===== config.mk =====
export PLATFORM = sky130hd
export DESIGN_NAME = mcxa_core
export DESIGN_NICKNAME = d
export VERILOG_FILES = /design/src/mcxa_pkg.sv /design/src/mcxa_regfile.sv /design/src/mcxa_stack.sv /design/src/mcxa_core.sv
export SDC_FILE = /design/constraint.sdc
export NUM_CORES = 1
export LEC_CHECK = 0
export BUFFER_PORTS_ARGS = -buffer_cell sky130_fd_sc_hd__buf_2
export CAP_MARGIN = 10
export CORE_ASPECT_RATIO = 0.75
export CORE_MARGIN = 8
export CORE_UTILIZATION = 30
export CTS_CLUSTER_DIAMETER = 80
export DETAILED_ROUTE_END_ITERATION = 7
export PLACE_DENSITY = 0.54
export SLEW_MARGIN = 5
export SYNTH_ARGS = -nofsm -noshare
export SYNTH_HDL_FRONTEND = slang
export SYNTH_SLANG_ARGS = --single-unit

===== constraint.sdc =====
create_clock -name clock -period 4.42 [get_ports clock]
set_input_delay 0.442 -clock clock [delete_from_list [all_inputs] [get_ports clock]]
set_output_delay 0.442 -clock clock [all_outputs]
set_load 0.005 [all_outputs]

===== src/mcxa_pkg.sv =====
// Purpose: shared constants, types and helpers for the 8-bit execution core
// Assumes: one clock, synchronous active-low reset, decoded ops as input
// Notes:   instruction encodings and port strobe timing live elsewhere
// Function
// - probe with constant sets ZERO on zero AND
// - probe loads CARRY with odd parity of AND
// - probe writes no general-purpose register
// - register probe ANDs two registers, same flags
// - XOR with constant writes back, clears CARRY
// - XOR of two registers writes back, clears CARRY
// - sixteen 8-bit registers, 4-bit register number
// - 1024 x 18 code space, 10-bit location
// - immediate constants are 8 bits wide
// - 256 ports, 8-bit number, only INPUT/OUTPUT
// - 64-byte scratch RAM, only STORE/FETCH
// - 31x10 stack, call/interrupt push, returns pop
// - only flow ops and interrupt entry load non-sequential PC
// - logic ops set ZERO on zero result
// - plain return loads stack top plus one
package mcxa_pkg;

	// ------------------------------------------------------------
	// address spaces
	// ------------------------------------------------------------
	localparam int DATA_W      = 8;
	localparam int REG_CNT     = 16;
	localparam int REG_IDX_W   = 4;
	localparam int PC_W        = 10;
	localparam int CODE_DEPTH  = 1024;
	// code word width; the code memory itself sits outside this core
	localparam int INSTR_W     = 18;
	localparam int RAM_DEPTH   = 64;
	localparam int RAM_ADDR_W  = 6;
	localparam int PORT_W      = 8;
	localparam int STACK_DEPTH = 31;
	localparam int STACK_PTR_W = 5;

	// ------------------------------------------------------------
	// values
	// ------------------------------------------------------------
	localparam logic [DATA_W-1:0]      ZERO_BYTE    = 8'h00;
	localparam logic [PC_W-1:0]        PC_STEP      = 10'h001;
	localparam logic [PC_W-1:0]        RESET_VECTOR = 10'h000;
	localparam logic [PC_W-1:0]        INT_VECTOR   = 10'h3FF;
	localparam logic [STACK_PTR_W-1:0] PTR_ZERO     = 5'h00;
	localparam logic [STACK_PTR_W-1:0] PTR_STEP     = 5'h01;
	localparam logic [STACK_PTR_W-1:0] PTR_LAST     = 5'h1E;

	// ------------------------------------------------------------
	// types
	// ------------------------------------------------------------
	typedef enum logic [4:0] {
		OP_NOP      = 5'h00,
		OP_LOAD_K   = 5'h01,
		OP_LOAD_R   = 5'h02,
		OP_PROBE_K  = 5'h03,
		OP_PROBE_R  = 5'h04,
		OP_XOR_K    = 5'h05,
		OP_XOR_R    = 5'h06,
		OP_JUMP     = 5'h07,
		OP_CALL     = 5'h08,
		OP_RETURN   = 5'h09,
		OP_RETI_DIS = 5'h0A,
		OP_RETI_EN  = 5'h0B,
		OP_STORE_D  = 5'h0C,
		OP_STORE_I  = 5'h0D,
		OP_FETCH_D  = 5'h0E,
		OP_FETCH_I  = 5'h0F,
		OP_INPUT_D  = 5'h10,
		OP_INPUT_I  = 5'h11,
		OP_OUTPUT_D = 5'h12,
		OP_OUTPUT_I = 5'h13,
		OP_INT_EN   = 5'h14,
		OP_INT_DIS  = 5'h15
	} mcxa_op_t;

	typedef enum logic [2:0] {
		COND_ALWAYS = 3'h0,
		COND_Z      = 3'h1,
		COND_NZ     = 3'h2,
		COND_C      = 3'h3,
		COND_NC     = 3'h4
	} mcxa_cond_t;

	typedef enum logic [1:0] {
		ST_INIT = 2'b00,
		ST_RUN  = 2'b01
	} mcxa_state_t;

	// ------------------------------------------------------------
	// helpers
	// ------------------------------------------------------------
	function automatic logic odd_parity(input logic [DATA_W-1:0] v);
		return ^v;
	endfunction

	function automatic logic is_zero(input logic [DATA_W-1:0] v);
		return v == ZERO_BYTE;
	endfunction

	function automatic logic cond_met(input mcxa_cond_t c,
		input logic z, input logic cy);
		logic r;
		r = 1'b1;
		case (c)
			COND_Z:  r = z;
			COND_NZ: r = !z;
			COND_C:  r = cy;
			COND_NC: r = !cy;
			default: r = 1'b1;
		endcase
		return r;
	endfunction

endpackage


===== src/mcxa_regfile.sv =====
// Purpose: general-purpose register file, two read ports, one write
// Assumes: write lands at the clock edge, reads are combinational
// Notes:   cleared on reset so simulations start from a known file
`timescale 1ns/1ps
module mcxa_regfile import mcxa_pkg::*; #(
	parameter int COUNT = REG_CNT,
	parameter int IDX_W = REG_IDX_W
) (
	input  wire logic              clock,
	input  wire logic              rstn,
	input  wire logic [IDX_W-1:0]  rd_a_idx,
	input  wire logic [IDX_W-1:0]  rd_b_idx,
	output logic      [DATA_W-1:0] rd_a_data,
	output logic      [DATA_W-1:0] rd_b_data,
	input  wire logic              wr_en,
	input  wire logic [IDX_W-1:0]  wr_idx,
	input  wire logic [DATA_W-1:0] wr_data
);

	logic [DATA_W-1:0] regs_q [COUNT];

	// direct addressing, register 0 through COUNT-1
	assign rd_a_data = regs_q[rd_a_idx];
	assign rd_b_data = regs_q[rd_b_idx];

	always_ff @(posedge clock) begin
		if (!rstn) begin
			for (int i = 0; i < COUNT; i++) begin
				regs_q[i] <= ZERO_BYTE;
			end
		end else if (wr_en) begin
			regs_q[wr_idx] <= wr_data;
		end
	end

endmodule // mcxa_regfile


===== src/mcxa_stack.sv =====
// Purpose: call/return stack of code locations
// Assumes: push and pop never come in the same cycle
// Notes:   circular; a push past the depth overwrites the oldest entry
`timescale 1ns/1ps
module mcxa_stack import mcxa_pkg::*; #(
	parameter int DEPTH = STACK_DEPTH
) (
	input  wire logic            clock,
	input  wire logic            rstn,
	input  wire logic            push,
	input  wire logic            pop,
	input  wire logic [PC_W-1:0] push_value,
	output logic      [PC_W-1:0] stack_top_value
);

	logic [PC_W-1:0]        mem_q [DEPTH];
	logic [STACK_PTR_W-1:0] ptr_q;
	logic [STACK_PTR_W-1:0] ptr_d;
	logic [STACK_PTR_W-1:0] top_idx;

	assign top_idx = (ptr_q == PTR_ZERO) ? PTR_LAST : ptr_q - PTR_STEP;
	assign stack_top_value = mem_q[top_idx];

	always_comb begin
		ptr_d = ptr_q;
		if (push) begin
			ptr_d = (ptr_q == PTR_LAST) ? PTR_ZERO : ptr_q + PTR_STEP;
		end else if (pop) begin
			ptr_d = top_idx;
		end
	end

	// reset empties the stack by rewinding the pointer
	always_ff @(posedge clock) begin
		if (!rstn) begin
			ptr_q <= PTR_ZERO;
		end else begin
			ptr_q <= ptr_d;
			if (push) begin
				mem_q[ptr_q] <= push_value;
			end
		end
	end

endmodule // mcxa_stack


===== src/mcxa_core.sv =====
// Purpose: executes decoded ops against the five address spaces
// Assumes: one op per clock while op_valid; code memory is external
// Notes:   interrupt takes priority over the op offered that cycle
`timescale 1ns/1ps
module mcxa_core import mcxa_pkg::*; (
	input  wire logic                  clock,
	input  wire logic                  rstn,
	input  wire logic                  op_valid,
	input  wire mcxa_op_t              op_code,
	input  wire mcxa_cond_t            op_cond,
	input  wire logic [REG_IDX_W-1:0]  first_operand_register,
	input  wire logic [REG_IDX_W-1:0]  second_operand_register,
	input  wire logic [DATA_W-1:0]     immediate_constant,
	input  wire logic [PORT_W-1:0]     port_number,
	input  wire logic [RAM_ADDR_W-1:0] ram_location,
	input  wire logic [PC_W-1:0]       code_location,
	input  wire logic [DATA_W-1:0]     in_port,
	input  wire logic                  interrupt,
	output logic      [PC_W-1:0]       code_address,
	output logic                       zero_flag,
	output logic                       carry_flag,
	output logic                       interrupt_enable,
	output logic                       interrupt_ack,
	output logic      [PORT_W-1:0]     port_id,
	output logic      [DATA_W-1:0]     out_port,
	output logic                       write_strobe,
	output logic                       read_strobe
);

	// ------------------------------------------------------------
	// state
	// ------------------------------------------------------------
	mcxa_state_t       state_q, state_d;
	logic [PC_W-1:0]   pc_q, pc_d;
	logic              zero_q, zero_d, carry_q, carry_d;
	logic              saved_zero_q, saved_zero_d;
	logic              saved_carry_q, saved_carry_d;
	logic              ie_q, ie_d, ack_q, ack_d;
	logic [PORT_W-1:0] port_id_q, port_id_d;
	logic [DATA_W-1:0] out_port_q, out_port_d;
	logic              wstb_q, wstb_d, rstb_q, rstb_d;

	logic [DATA_W-1:0] ram_q [RAM_DEPTH];

	logic [DATA_W-1:0]     reg_a, reg_b, operand, probe_val, xor_val;
	logic                  rf_we;
	logic [DATA_W-1:0]     rf_wd;
	logic                  st_push, st_pop;
	logic [PC_W-1:0]       st_push_val, stack_top_value;
	logic                  ram_we;
	logic [RAM_ADDR_W-1:0] ram_addr;
	logic                  take_int;

	// ------------------------------------------------------------
	// storage
	// ------------------------------------------------------------
	mcxa_regfile u_regfile (
		.clock     (clock),
		.rstn      (rstn),
		.rd_a_idx  (first_operand_register),
		.rd_b_idx  (second_operand_register),
		.rd_a_data (reg_a),
		.rd_b_data (reg_b),
		.wr_en     (rf_we),
		.wr_idx    (first_operand_register),
		.wr_data   (rf_wd)
	);

	mcxa_stack u_stack (
		.clock           (clock),
		.rstn            (rstn),
		.push            (st_push),
		.pop             (st_pop),
		.push_value      (st_push_val),
		.stack_top_value (stack_top_value)
	);

	// ------------------------------------------------------------
	// datapath
	// ------------------------------------------------------------
	always_comb begin
		operand = immediate_constant;
		if (op_code == OP_PROBE_R || op_code == OP_XOR_R ||
			op_code == OP_LOAD_R) begin
			operand = reg_b;
		end
	end

	assign probe_val = reg_a & operand;
	assign xor_val   = reg_a ^ operand;

	// indirect forms use the second register's low bits
	always_comb begin
		ram_addr = ram_location;
		if (op_code == OP_STORE_I || op_code == OP_FETCH_I) begin
			ram_addr = reg_b[RAM_ADDR_W-1:0];
		end
	end

	assign take_int = (state_q == ST_RUN) && interrupt && ie_q;

	// ------------------------------------------------------------
	// next state
	// ------------------------------------------------------------
	always_comb begin
		state_d       = state_q;
		pc_d          = pc_q;
		zero_d        = zero_q;
		carry_d       = carry_q;
		saved_zero_d  = saved_zero_q;
		saved_carry_d = saved_carry_q;
		ie_d          = ie_q;
		ack_d         = 1'b0;
		port_id_d     = port_id_q;
		out_port_d    = out_port_q;
		wstb_d        = 1'b0;
		rstb_d        = 1'b0;
		rf_we         = 1'b0;
		rf_wd         = ZERO_BYTE;
		st_push       = 1'b0;
		st_pop        = 1'b0;
		st_push_val   = pc_q;
		ram_we        = 1'b0;
		case (state_q)
			ST_INIT: begin
				pc_d    = RESET_VECTOR;
				state_d = ST_RUN;
			end
			ST_RUN: begin
				if (take_int) begin
					// interrupted op is re-run after the return
					st_push       = 1'b1;
					pc_d          = INT_VECTOR;
					saved_zero_d  = zero_q;
					saved_carry_d = carry_q;
					ie_d          = 1'b0;
					ack_d         = 1'b1;
				end else if (op_valid) begin
					pc_d = pc_q + PC_STEP;
					case (op_code)
						OP_LOAD_K, OP_LOAD_R: begin
							rf_we = 1'b1;
							rf_wd = operand;
						end
						OP_PROBE_K, OP_PROBE_R: begin
							// flags only, no write-back
							zero_d  = is_zero(probe_val);
							carry_d = odd_parity(probe_val);
						end
						OP_XOR_K, OP_XOR_R: begin
							rf_we   = 1'b1;
							rf_wd   = xor_val;
							zero_d  = is_zero(xor_val);
							carry_d = 1'b0;
						end
						OP_JUMP: begin
							if (cond_met(op_cond, zero_q, carry_q)) begin
								pc_d = code_location;
							end
						end
						OP_CALL: begin
							if (cond_met(op_cond, zero_q, carry_q)) begin
								st_push = 1'b1;
								pc_d    = code_location;
							end
						end
						OP_RETURN: begin
							if (cond_met(op_cond, zero_q, carry_q)) begin
								st_pop = 1'b1;
								pc_d   = stack_top_value + PC_STEP;
							end
						end
						OP_RETI_DIS, OP_RETI_EN: begin
							// resumes at the interrupted op itself
							st_pop  = 1'b1;
							pc_d    = stack_top_value;
							zero_d  = saved_zero_q;
							carry_d = saved_carry_q;
							ie_d    = (op_code == OP_RETI_EN);
						end
						OP_STORE_D, OP_STORE_I: begin
							ram_we = 1'b1;
						end
						OP_FETCH_D, OP_FETCH_I: begin
							rf_we = 1'b1;
							rf_wd = ram_q[ram_addr];
						end
						OP_INPUT_D, OP_INPUT_I: begin
							port_id_d = (op_code == OP_INPUT_I) ?
								reg_b : port_number;
							rf_we     = 1'b1;
							rf_wd     = in_port;
							rstb_d    = 1'b1;
						end
						OP_OUTPUT_D, OP_OUTPUT_I: begin
							port_id_d  = (op_code == OP_OUTPUT_I) ?
								reg_b : port_number;
							out_port_d = reg_a;
							wstb_d     = 1'b1;
						end
						OP_INT_EN: ie_d = 1'b1;
						OP_INT_DIS: ie_d = 1'b0;
						default: begin
						end
					endcase
				end
			end
			default: state_d = ST_INIT;
		endcase
	end

	// ------------------------------------------------------------
	// registers
	// ------------------------------------------------------------
	always_ff @(posedge clock) begin
		if (!rstn) begin
			state_q       <= ST_INIT;
			pc_q          <= RESET_VECTOR;
			zero_q        <= 1'b0;
			carry_q       <= 1'b0;
			saved_zero_q  <= 1'b0;
			saved_carry_q <= 1'b0;
			ie_q          <= 1'b0;
			ack_q         <= 1'b0;
			port_id_q     <= ZERO_BYTE;
			out_port_q    <= ZERO_BYTE;
			wstb_q        <= 1'b0;
			rstb_q        <= 1'b0;
		end else begin
			state_q       <= state_d;
			pc_q          <= pc_d;
			zero_q        <= zero_d;
			carry_q       <= carry_d;
			saved_zero_q  <= saved_zero_d;
			saved_carry_q <= saved_carry_d;
			ie_q          <= ie_d;
			ack_q         <= ack_d;
			port_id_q     <= port_id_d;
			out_port_q    <= out_port_d;
			wstb_q        <= wstb_d;
			rstb_q        <= rstb_d;
		end
	end

	// scratch RAM keeps its contents over reset, like block RAM
	always_ff @(posedge clock) begin
		if (ram_we) begin
			ram_q[ram_addr] <= reg_a;
		end
	end

	assign code_address     = pc_q;
	assign zero_flag        = zero_q;
	assign carry_flag       = carry_q;
	assign interrupt_enable = ie_q;
	assign interrupt_ack    = ack_q;
	assign port_id          = port_id_q;
	assign out_port         = out_port_q;
	assign write_strobe     = wstb_q;
	assign read_strobe      = rstb_q;

endmodule // mcxa_core


# Yosys cells after proc, flatten, opt, wreduce, memory -nomap -nowiden
# Memory sizes are Yosys's and may differ from the RTL's.
# Cells that the tools add are included.
[totals]
ff_bits = 41
ramBits = 950
inputBits = 60
output_inout_bits = 32
memories = 3
[memory_table]
columns = ["name", "depth", "word_bits", "rd", "rd_clocked_by_memory_dff", "wr", "line", "text"]
rows = [
  ["ram_q", 64, 8, 1, 0, 1, "mcxa_core.sv:43", "logic [DATA_W-1:0] ram_q [RAM_DEPTH];"],
  ["u_stack.mem_q", 31, 10, 1, 0, 1, "mcxa_stack.sv:16", "logic [PC_W-1:0] mem_q [DEPTH];"],
  ["u_regfile.regs_q", 16, 8, 2, 0, 16, "mcxa_regfile.sv:20", "logic [DATA_W-1:0] regs_q [COUNT];"],
]
[op_classes]
add_sub_neg = 4
eq_ne = 28
muxes = 72
bitwise = 6
reduce_logical = 36
[op_table]
columns = ["cell", "count"]
rows = [
  ["$mux 8", 7],
  ["$mux 10", 5],
  ["$mux 1", 44],
  ["$eq 5x4->1 const B", 8],
  ["$pmux 10 s4", 1],
  ["$eq 5x5->1 const B", 7],
  ["$pmux 8 s4", 1],
  ["$add 10x1->10 const B", 2],
  ["$eq 5x3->1 const B", 4],
  ["$mux 5", 4],
  ["$pmux 10 s2", 1],
  ["$logic_not 8->1", 2],
  ["$pmux 8 s2", 1],
  ["$reduce_or 2->1", 8],
  ["$reduce_or 8->1", 2],
  ["$reduce_and 4->1", 3],
  ["$eq 5x2->1 const B", 2],
  ["$pmux 1 s3", 3],
  ["$and 8x8->8", 1],
  ["$reduce_bool 2->1", 4],
  ["$reduce_xor 8->1", 1],
  ["$xor 8x8->8", 1],
  ["$eq 3x2->1 const B", 2],
  ["$mux 6", 1],
  ["22 further kinds", 31],
]

# Logic depth before layout (Yosys ltp)
# Gate-level depths: netlist of the first run.
[depth]
ltp_word = 14
depth_mapped = 22
ltp_nobuf = 15

# Modules after synthesis
# A second synthesis of the first run with hierarchy kept.
[hier_totals]
hier_cells = 2857
hier_area_um2 = 41932.7
[by_module_without_submodules]
columns = ["module", "n_inst", "cells_per_inst", "area_per_inst_um2", "seq_area_each_um2"]
rows = [
  ["mcxa_core", 1, 1566, 22097.4, 16075.4],
  ["mcxa_stack", 1, 846, 12901.1, 9409.0],
  ["mcxa_regfile", 1, 445, 6934.2, 3843.7],
]

# Worst setup path before layout of the first run
# OpenSTA, ideal clock, no wires.
[synth_path]
kind = "register to register"
startpoint = "reg u_stack.ptr_q[0]"
endpoint = "reg pc_q[4] (netlist: code_address[4])"
setup_time_ps = 134
t_arrival_ps = 4707
required_time_ps = 4286
slack_ps = -421
path_stages_with_launch = 23
path_buffers = 7
path_cell_list = "dfxtp_1 clkinv_1 clkbuf_1 clkbuf_1 clkbuf_1 clkbuf_1 ha_1 nor4b_2 clkbuf_1 clkbuf_1 clkbuf_1 o21ai_0 o211ai_1 o211ai_1 o2111ai_1 nand4_1 inv_1 ha_1 inv_1 or3b_2 a211oi_1 a21o_1 a21oi_1"
[synth_via]
elab_chain_cells = 9
elab_cells_between_ends = 10
cone_classes = "add/sub (2); mux (6); reduce/logical (1); memory (1)"
[synth_lines]
columns = ["item", "line", "text"]
rows = [
  ["start, declared", "mcxa_stack.sv:17", "logic [STACK_PTR_W-1:0] ptr_q;"],
  ["start signal, assigned", "mcxa_stack.sv:38", "ptr_q <= ptr_d;"],
  ["$sub 5x1->5 or $logic_not 5->1 (tied branches)", "mcxa_stack.sv:21", "assign top_idx = (ptr_q == PTR_ZERO) ? PTR_LAST : ptr_q - PTR_STEP;"],
  ["$mux 5 (*)", "mcxa_stack.sv:21", ""],
  ["$mem_v2 31x10 (*)", "--", ""],
  ["$add 10x1->10", "mcxa_core.sv:170", "pc_d = stack_top_value + PC_STEP;"],
  ["$mux 10", "mcxa_core.sv:168", "if (cond_met(op_cond, zero_q, carry_q)) begin"],
  ["$pmux 10 s4 (*)", "mcxa_core.sv:140", "case (op_code)"],
  ["$mux 10 (*)", "mcxa_core.sv:138", "end else if (op_valid) begin"],
  ["$mux 10 (*)", "mcxa_core.sv:130", "if (take_int) begin"],
  ["$pmux 10 s2 (*)", "mcxa_core.sv:124", "case (state_q)"],
  ["end signal, assigned", "mcxa_core.sv:231", "pc_q <= pc_d;"],
  ["end, declared", "mcxa_core.sv:34", "logic [PC_W-1:0] pc_q, pc_d;"],
]
# Mark *: on every way between the ends. The rest lies on a longest branch, timed or not. The select of a mux whose other input is x is not followed.
# A chain may end at the register's enable or synchronous reset.

==> results of run 1 <==
[worst max-delay path: stages, from the launching register on]
cell and delay (ps):
edfxtp_1 400, mux4_2 510, a2bb2oi_1 200, and3_1 310
nor2_4 210, buf_4 350, nand2_1 90, a31oi_1 310
buf_4 180, o22ai_1 100, a211o_1 370, o41ai_2 760
buf_12 220, and2_1 140
[layout make-up]
class                   instances  area, sq um  area share, %
diodes                          2         5.00        0.00949
clock buffers                 132         2690           5.11
clock inverters                52          577           1.09
inverters                      25         93.8          0.178
multi-input cells            2018        13400           25.4
flip-flops and latches        990        29300           55.6
well taps                    1906         2380           4.52
repair buffers                523         4250           8.05
[what timing repair did]
item / 4_1_cts / 5_1_grt
setup buffers: 0 / 1
setup endpoints to repair: 0 / 5
gates resized for setup: 0 / 5
[cell families (layout without fill, tap and decap cells)]
kind of cell / Yosys count / count (layout) / synth area share [%]
mux: 192 / 192 / 6.32
fa+ha+maj: 19 / 19 / 0.542
simple gates: 1084 / 1084 / 11.8
xor+xnor: 13 / 13 / 0.260
buf+inv: 256 / 732 / 2.63
other cells: 0 / 2 / 0
compound gates: 710 / 710 / 11.5
flops: 990 / 990 / 66.9
[metal layers]
layer / vias up / wire length [um] / GRT usage (%)
met3: 213 / 14500 / 4.27
li1: 13523 / - / -
met4: 0 / 4310 / 5.32
met1: 15815 / 68600 / 27.4
met5: - / 0 / 0
met2: 1504 / 66900 / 27.5
[worst max path at each step]
stage | from | endpoint | depth (start not counted)
after detailed placement | second_operand_register[0] | u_regfile.regs_q[9][7]$_SDFFCE_PN0P_ | 14
after global placement | second_operand_register[0] | u_regfile.regs_q[8][7]$_SDFFCE_PN0P_ | 14
after CTS | u_stack.ptr_q[0]$_SDFFE_PN0P_ | code_address[7]$_SDFFE_PN0P_ | 15
final | u_regfile.regs_q[7][2]$_SDFFCE_PN0P_ | u_regfile.regs_q[9][7]$_SDFFCE_PN0P_ | 13
after floorplan | u_stack.ptr_q[0]$_SDFFE_PN0P_ | code_address[4]$_SDFFE_PN0P_ | 20
after global routing | u_regfile.regs_q[12][0]$_SDFFCE_PN0P_ | u_regfile.regs_q[9][7]$_SDFFCE_PN0P_ | 13
[Yosys cell counts, types with 51 or more instances]
cell type,instances,area share (%)
a21oi_1,92,1.1
a211oi_1,106,1.8
a31oi_1,64,0.91
edfxtp_1,950,65
and3_1,94,1.3
mux4_2,64,3.3
nand2_1,346,3.0
clkbuf_1,119,1.0
buf_2,71,0.81
mux2i_1,94,2.1
nand3_1,98,1.1
nor3_1,60,0.69
o22ai_1,51,0.73
nor2_1,242,2.1
and2_1,93,1.3
o21ai_0,109,1.2
[state kept, by name, indices dropped and copies added, names as in the netlist]
name	cells
ram_q	512
zero_flag	1
out_port	8
saved_carry_q	1
interrupt_ack	1
interrupt_enable	1
u_stack.ptr_q	5
write_strobe	1
saved_zero_q	1
code_address	10
read_strobe	1
port_id	8
u_regfile.regs_q	128
carry_flag	1
u_stack.mem_q	310
state_q	1
[through the flow]
stage,hold slack [ps],utilization [%]
after floorplan,443,-
after global placement,454,34.1
after detailed placement,463,34.1
after CTS,13.2,36.4
after global routing,66.4,36.4
final,83.9,36.4
[report_power, final]
part | leakage [nW] | total (mW) | internal (mW) | switching, mW
clock | 1.57 | 8.64 | 4.84 | 3.80
combinational | 7.30 | 1.99 | 0.677 | 1.32
sequential | 9.34 | 10.4 | 10.4 | 0.0405
total | 18.2 | 21.1 | 15.9 | 5.15
==> summary.md, run 1 <==
| Metric | Value |
|---|---|
| Placed instance count | `5,461` |
| Power Density | `400 nW/um^2` |
| Io pins | `92` |
| Final WL | `154 mm` |
| Crit. End Element | `flop` |
| Row count | `121` |
| Root Driver | `clkbuf_16` |
| Commonest non-fill, non-tap cell in the layout | `edfxtp_1` |
| F_max | `0.232 GHz` |
| R2R Setup Slk | `100 ps` |
| Syn Area/Cell | `13.4 sq um` |
| Die Ht | `347 um` |
| DR vias/cell | `5.50` |
| Clk_lat worst skew | `730 ps` |
| WP data arrival | `4900 ps` |
| ANT nets after route | `0` |
| CP Launch Type | `flop` |
| Area Overhead vs Synth | `20.4%` |
| CTS Hold Buffers Added | `0` |
| TritonCTS clock tree | `built` |
| First-pass GRT wire length | `220 mm` |
| Fill cells | `13,900` |
| # DRC | `0` |
| Initial antenna violation count | `12` |
| Worst min path class | `input port to flop` |
| Critical path type | `flop to flop` |
| Starting DRT DRC Count | `3,565` |
| Starting Density | `30.2%` |
| Worst reg2reg path depth | `13` |
| Hold Crit Start | `port_number[6]` |
| Most frequent cells in the layout | `edfxtp_1 (950), buf_4 (388), nand2_1 (346)` |
| Peak VDD IR | `0.277 mV` |
| Mapped Cells | `3,264` |
| Avg WL per Cell | `27.3 um` |
| Hold Path Sink | `port_id[6]$_SDFFE_PN0P_` |
| Unrepaired setup endpoints after global routing | `false` |
| Post-synth EDFFs | `950` |
| Vias in the first global route | `29,580` |
| Post-synth ARST share | `0%` |
| Min cycle time layout | `4320 ps` |
| Syn Std Cell Area | `43,800 sq um` |
| Total core area | `145,000 sq um` |
| Total CTS buffers | `100` |
| Largest net degree at the start of global routing | `105` |
| Max-slew violations | `0` |
| Synth cell types | `92` |
| Start of the worst register-to-register path | `u_regfile.regs_q[7][2]$_SDFFCE_PN0P_` |
| Status | `complete, no violations` |
| Bufs on Longest Clock Path | `3` |
| Final GP Congestion | `0.951` |
| Horiz. Die Dim | `457 um` |
| Final setup viols | `0` |
| H-tree levels | `3` |
| Die area | `159,000 sq um` |
| CP Data Required Time | `5000 ps` |
| Cell Area, Placed | `49,500 sq um` |
| GRT overflow | `0` |
| Number of max-cap violations | `0` |
| Layout cell share with drive strength beyond 1 | `21.9%` |
| Final setup margin | `103 ps` |
| Syn Nets | `3,343` |
| Total GRT Usage | `18.7%` |
| Register area share after synthesis | `66.9%` |
| Leak pwr | `18.2 nW` |
| Clk sinks | `990` |
| Rel. slew slack | `17.0%` |
| Number of synthesized register bits | `990` |
| Net count reported at finish | `3,737` |
| Crit-path max FO | `22` |
| Fin. Hold Viols | `0` |
| Design area | `52,800 sq um` |
| Synth Flop Type | `edfxtp_1` |
| Vias | `31,055` |
| Slew @ Worst Pin | `1230 ps` |
| DRT Pass-1 Iters | `6` |
| Power Total | `21.1 mW` |
| Yosys Warn Count | `0` |
| Cell count of the worst hold path | `4` |
| DP Worst Slack | `-260 ps` |
| Final Skew | `70.7 ps` |
| Port Buffers | `91` |
| Reg clk slew, reported paths | `60 ps` |
| Final period util | `97.7%` |
| Reg2reg end | `u_regfile.regs_q[9][7]$_SDFFCE_PN0P_` |
| Sum of negative setup slack | `0 ps` |
| Detailed placement HPWL | `106 mm` |
| Final std cells w/o fill | `5,648` |
Power figures use the tool's default switching activity.
==> run 2: changes to the inputs <==
--- a/config.mk
+++ b/config.mk
@@ -16,4 +16,6 @@
 export SLEW_MARGIN = 5
 export SYNTH_ARGS = -nofsm -noshare
 export SYNTH_HDL_FRONTEND = slang
+export SYNTH_HIERARCHICAL = 1
 export SYNTH_SLANG_ARGS = --single-unit
+export TNS_END_PERCENT = 10
==> summary.md, run 2 <==
| Metric | Value |
|---|---|
| Root Driver | `clkbuf_16` |
| DRT Pass-1 Iters | `7 (+1)` |
| Slowest cell on crit path | `or4b_4` |
| Horiz. Die Dim | `448 um (-2.1%)` |
| Fill cells | `13,187 (-5.1%)` |
| Synth Flop Type | `edfxtp_1` |
| Fin. Hold Viols | `0 (unchanged)` |
| Syn Nets | `2,936 (-12%)` |
| Final WL | `128 mm (-17%)` |
| Share of the synthesized area in the top cell type | `68.0% (+2.9 points)` |
| Post-synth ARST share | `0% (unchanged)` |
| Clk_lat worst skew | `710 ps (-20 ps)` |
| Cell Area, Placed | `47,200 sq um (-4.6%)` |
| Number of max-cap violations | `0 (unchanged)` |
| Die Ht | `340 um (-2.1%)` |
| Detailed placement HPWL | `86.6 mm (-18%)` |
| Design area | `50,300 sq um (-4.6%)` |
| Layout cell share with drive strength beyond 1 | `21.8% (-0.15 points)` |
| Port Buffers | `91 (unchanged)` |
| Post-synth EDFFs | `950 (unchanged)` |
| Bufs on Longest Clock Path | `3 (unchanged)` |
| Avg WL per Cell | `24.8 um (-9.1%)` |
| F_max | `0.236 GHz (+1.8%)` |
| DP Worst Slack | `-577 ps (-317 ps)` |
| TritonCTS clock tree | `built` |
| Total CTS buffers | `94 (-6.0%)` |
| CP peak stage delay | `540 ps (-220 ps)` |
| CP Data Required Time | `4980 ps (-20 ps)` |
| Syn Std Cell Area | `41,900 sq um (-4.3%)` |
| Rel. slew slack | `27.4% (+10 points)` |
| Io pins | `92 (unchanged)` |
| Slew @ Worst Pin | `1090 ps (-147 ps)` |
| CP Launch Type | `flop` |
| Final Skew | `46.2 ps (-24.5 ps)` |
| Status | `complete, no violations` |
| Yosys Warn Count | `6 (+6)` |
| Register area share after synthesis | `69.9% (+3.0 points)` |
| Crit-path max FO | `10 (-55%)` |
| Vias | `27,319 (-12%)` |
| Largest net degree at the start of global routing | `107 (+1.9%)` |
| CP dominant cell by count | `ha_1` |
| DR vias/cell | `5.29 (-3.9%)` |
| Critical path type | `flop to flop` |
| GRT overflow | `0 (unchanged)` |
| Top reg by flops | `ram_q` |
| Max reg flops | `512 (unchanged)` |
| Final period util | `96.0% (-1.7 points)` |
| Most numerous cell in the Yosys netlist | `edfxtp_1` |
| Largest registers | `ram_q (512), u_stack/mem_q (310), u_regfile/regs_q (128)` |
| Max-slew violations | `0 (unchanged)` |
| H-tree levels | `3 (unchanged)` |
| Syn Area/Cell | `14.7 sq um (+9.3%)` |
| Unrepaired setup endpoints after global routing | `false` |
| Top post-synthesis cells by area | `edfxtp_1 (68%), o22ai_1 (3.4%), mux2i_1 (2.7%)` |
| Reg clk slew, reported paths | `60 ps (about the same)` |
| Initial antenna violation count | `8 (-4)` |
| Total GRT Usage | `16.3% (-2.4 points)` |
| Sum of negative setup slack | `0 ps (unchanged)` |
| Vias in the first global route | `26,482 (-10%)` |
| Worst min path class | `input port to flop` |
| Total core area | `138,000 sq um (-4.6%)` |
| Leak pwr | `17.2 nW (-5.4%)` |
| Min cycle time layout | `4240 ps (-74.3 ps)` |
| Mapped Cells | `2,857 (-12%)` |
| Commonest non-fill, non-tap cell in the layout | `edfxtp_1` |
| Clk sinks | `990 (unchanged)` |
| Crit. End Element | `flop` |
| Power Density | `401 nW/um^2 (+0.27%)` |
| Final setup viols | `0 (unchanged)` |
| Row count | `118 (-2.5%)` |
| Starting Density | `30.3% (+0.090 points)` |
| Most frequent cells in the layout | `edfxtp_1 (950), buf_4 (333), nor2_1 (244)` |
| First-pass GRT wire length | `187 mm (-15%)` |
| ANT nets after route | `0 (unchanged)` |
| Synth cell types | `91 (-1.1%)` |
| Post-synth top cells | `edfxtp_1 (950), nor2_1 (246), o22ai_1 (225), nand2_1 (163), and2_1 (133)` |
| Peak VDD IR | `0.304 mV (+9.6%)` |
| Area Overhead vs Synth | `20.1%` |
| WP data arrival | `4800 ps (-100 ps)` |
| Cell taking the most area after synthesis | `edfxtp_1` |
| Die area | `152,000 sq um (-4.2%)` |
| Final setup margin | `177 ps (+74.3 ps)` |
| Crit-path cells | `inv_1 > ha_1 > or4b_4 > and2_2 > o221a_2 > o311ai_1 > o211a_1 > a31oi_4 > ha_1 > and3_1 > nand3_1 > xor2_1 > a2bb2oi_1 > nor2_1 > a221oi_1 > a21oi_1` |
| CTS Hold Buffers Added | `0 (unchanged)` |
| Post-CTS setup buffer count | `0 (unchanged)` |
| # DRC | `0 (unchanged)` |
| Starting DRT DRC Count | `3,091 (-13%)` |
| Number of synthesized register bits | `990 (unchanged)` |
| Net count reported at finish | `3,307 (-12%)` |
| Final GP Congestion | `0.865 (-9.1%)` |
==> run 2: critical path: cells and delay by family (launching register included) <==
kind | cells | cell delay (ps)
and+or+nand+nor | 5 | 1290
adders and majority gates | 2 | 570
xor gates and xnor gates | 1 | 150
DFF | 1 | 360
AOI/OAI and AO/OA | 7 | 1670
buffers and inverters | 1 | 80
==> run 2: cell type report <==
type / count / area (sq um) / share of cell area (%)
diodes: 3 / 7.51 / 0.0149
clock buffers: 126 / 2600 / 5.16
clock inverters: 48 / 465 / 0.924
inverters: 19 / 71.3 / 0.142
multi-input cells: 1660 / 11800 / 23.4
flip-flops and latches: 990 / 29300 / 58.3
well taps: 1860 / 2330 / 4.62
repair buffers: 463 / 3740 / 7.44
==> run 2: metrics by stage <==
| stage | std cells | power (mW) | utilization (%) | hold WS, ps |
|---|---|---|---|---|
| after floorplan | 2857 | 11.4 | - | 443 |
| after global placement | 4992 | 12.2 | 34.1 | 455 |
| after detailed placement | 4992 | 12.2 | 34.1 | 462 |
| after CTS | 5166 | 20.3 | 36.3 | 47.2 |
| after global routing | 5169 | 20.8 | 36.4 | 100 |
| final | 5169 | 20.2 | 36.4 | 111 |
==> run 2: logic make-up (layout without fill, tap and decap cells) <==
logic type | Yosys count | in the layout | synth area share, %
flip-flops | 990 | 990 | 69.9
AND/OR/NAND/NOR | 765 | 765 | 9.17
multiplexers | 202 | 202 | 7.09
XOR/XNOR | 18 | 18 | 0.376
AO/OA/AOI/OAI | 656 | 656 | 10.5
other | 0 | 3 | 0
adder cells (fa/ha/maj) | 19 | 19 | 0.567
buffers and inverters | 207 | 656 | 2.34
==> run 2: final timing paths <==
check | cells past startpoint | from | end | slack, ps
hold / removal | 4 | port_number[7] | port_id[7]$_SDFFE_PN0P_ | 110
setup reg to reg | 16 | u_stack/ptr_q[0]$_SDFFE_PN0P_ | code_address[6]$_SDFFE_PN0P_ | 180
setup / recovery | 16 | u_stack/ptr_q[0]$_SDFFE_PN0P_ | code_address[6]$_SDFFE_PN0P_ | 180
hold reg to reg | 2 | out_port[5]$_SDFFE_PN0P_ | out_port[5]$_SDFFE_PN0P_ | 470
==> run 2: repair_timing <==
action,CTS,global route
setup endpoints to repair,16,48
pin swaps,0,0
gates resized for setup,1,17
endpoints found under the hold margin,0,0
==> run 2: power by group <==
part / switching, mW / leakage [nW] / internal (mW)
Clock: 3.53 / 1.48 / 4.60
Sequential: 0.0362 / 9.22 / 10.4
Combinational: 1.03 / 6.53 / 0.570
==> run 2: metal layers <==
| metal | vias to the layer above | global-route usage (%) | share of wire, % |
|---|---|---|---|
| met1 | 14074 | 24.1 | 47 |
| met5 | - | 0 | 0.010 |
| met3 | 179 | 2.58 | 6.3 |
| li1 | 12068 | - | - |
| met4 | 2 | 4.11 | 2.2 |
| met2 | 996 | 24.9 | 45 |
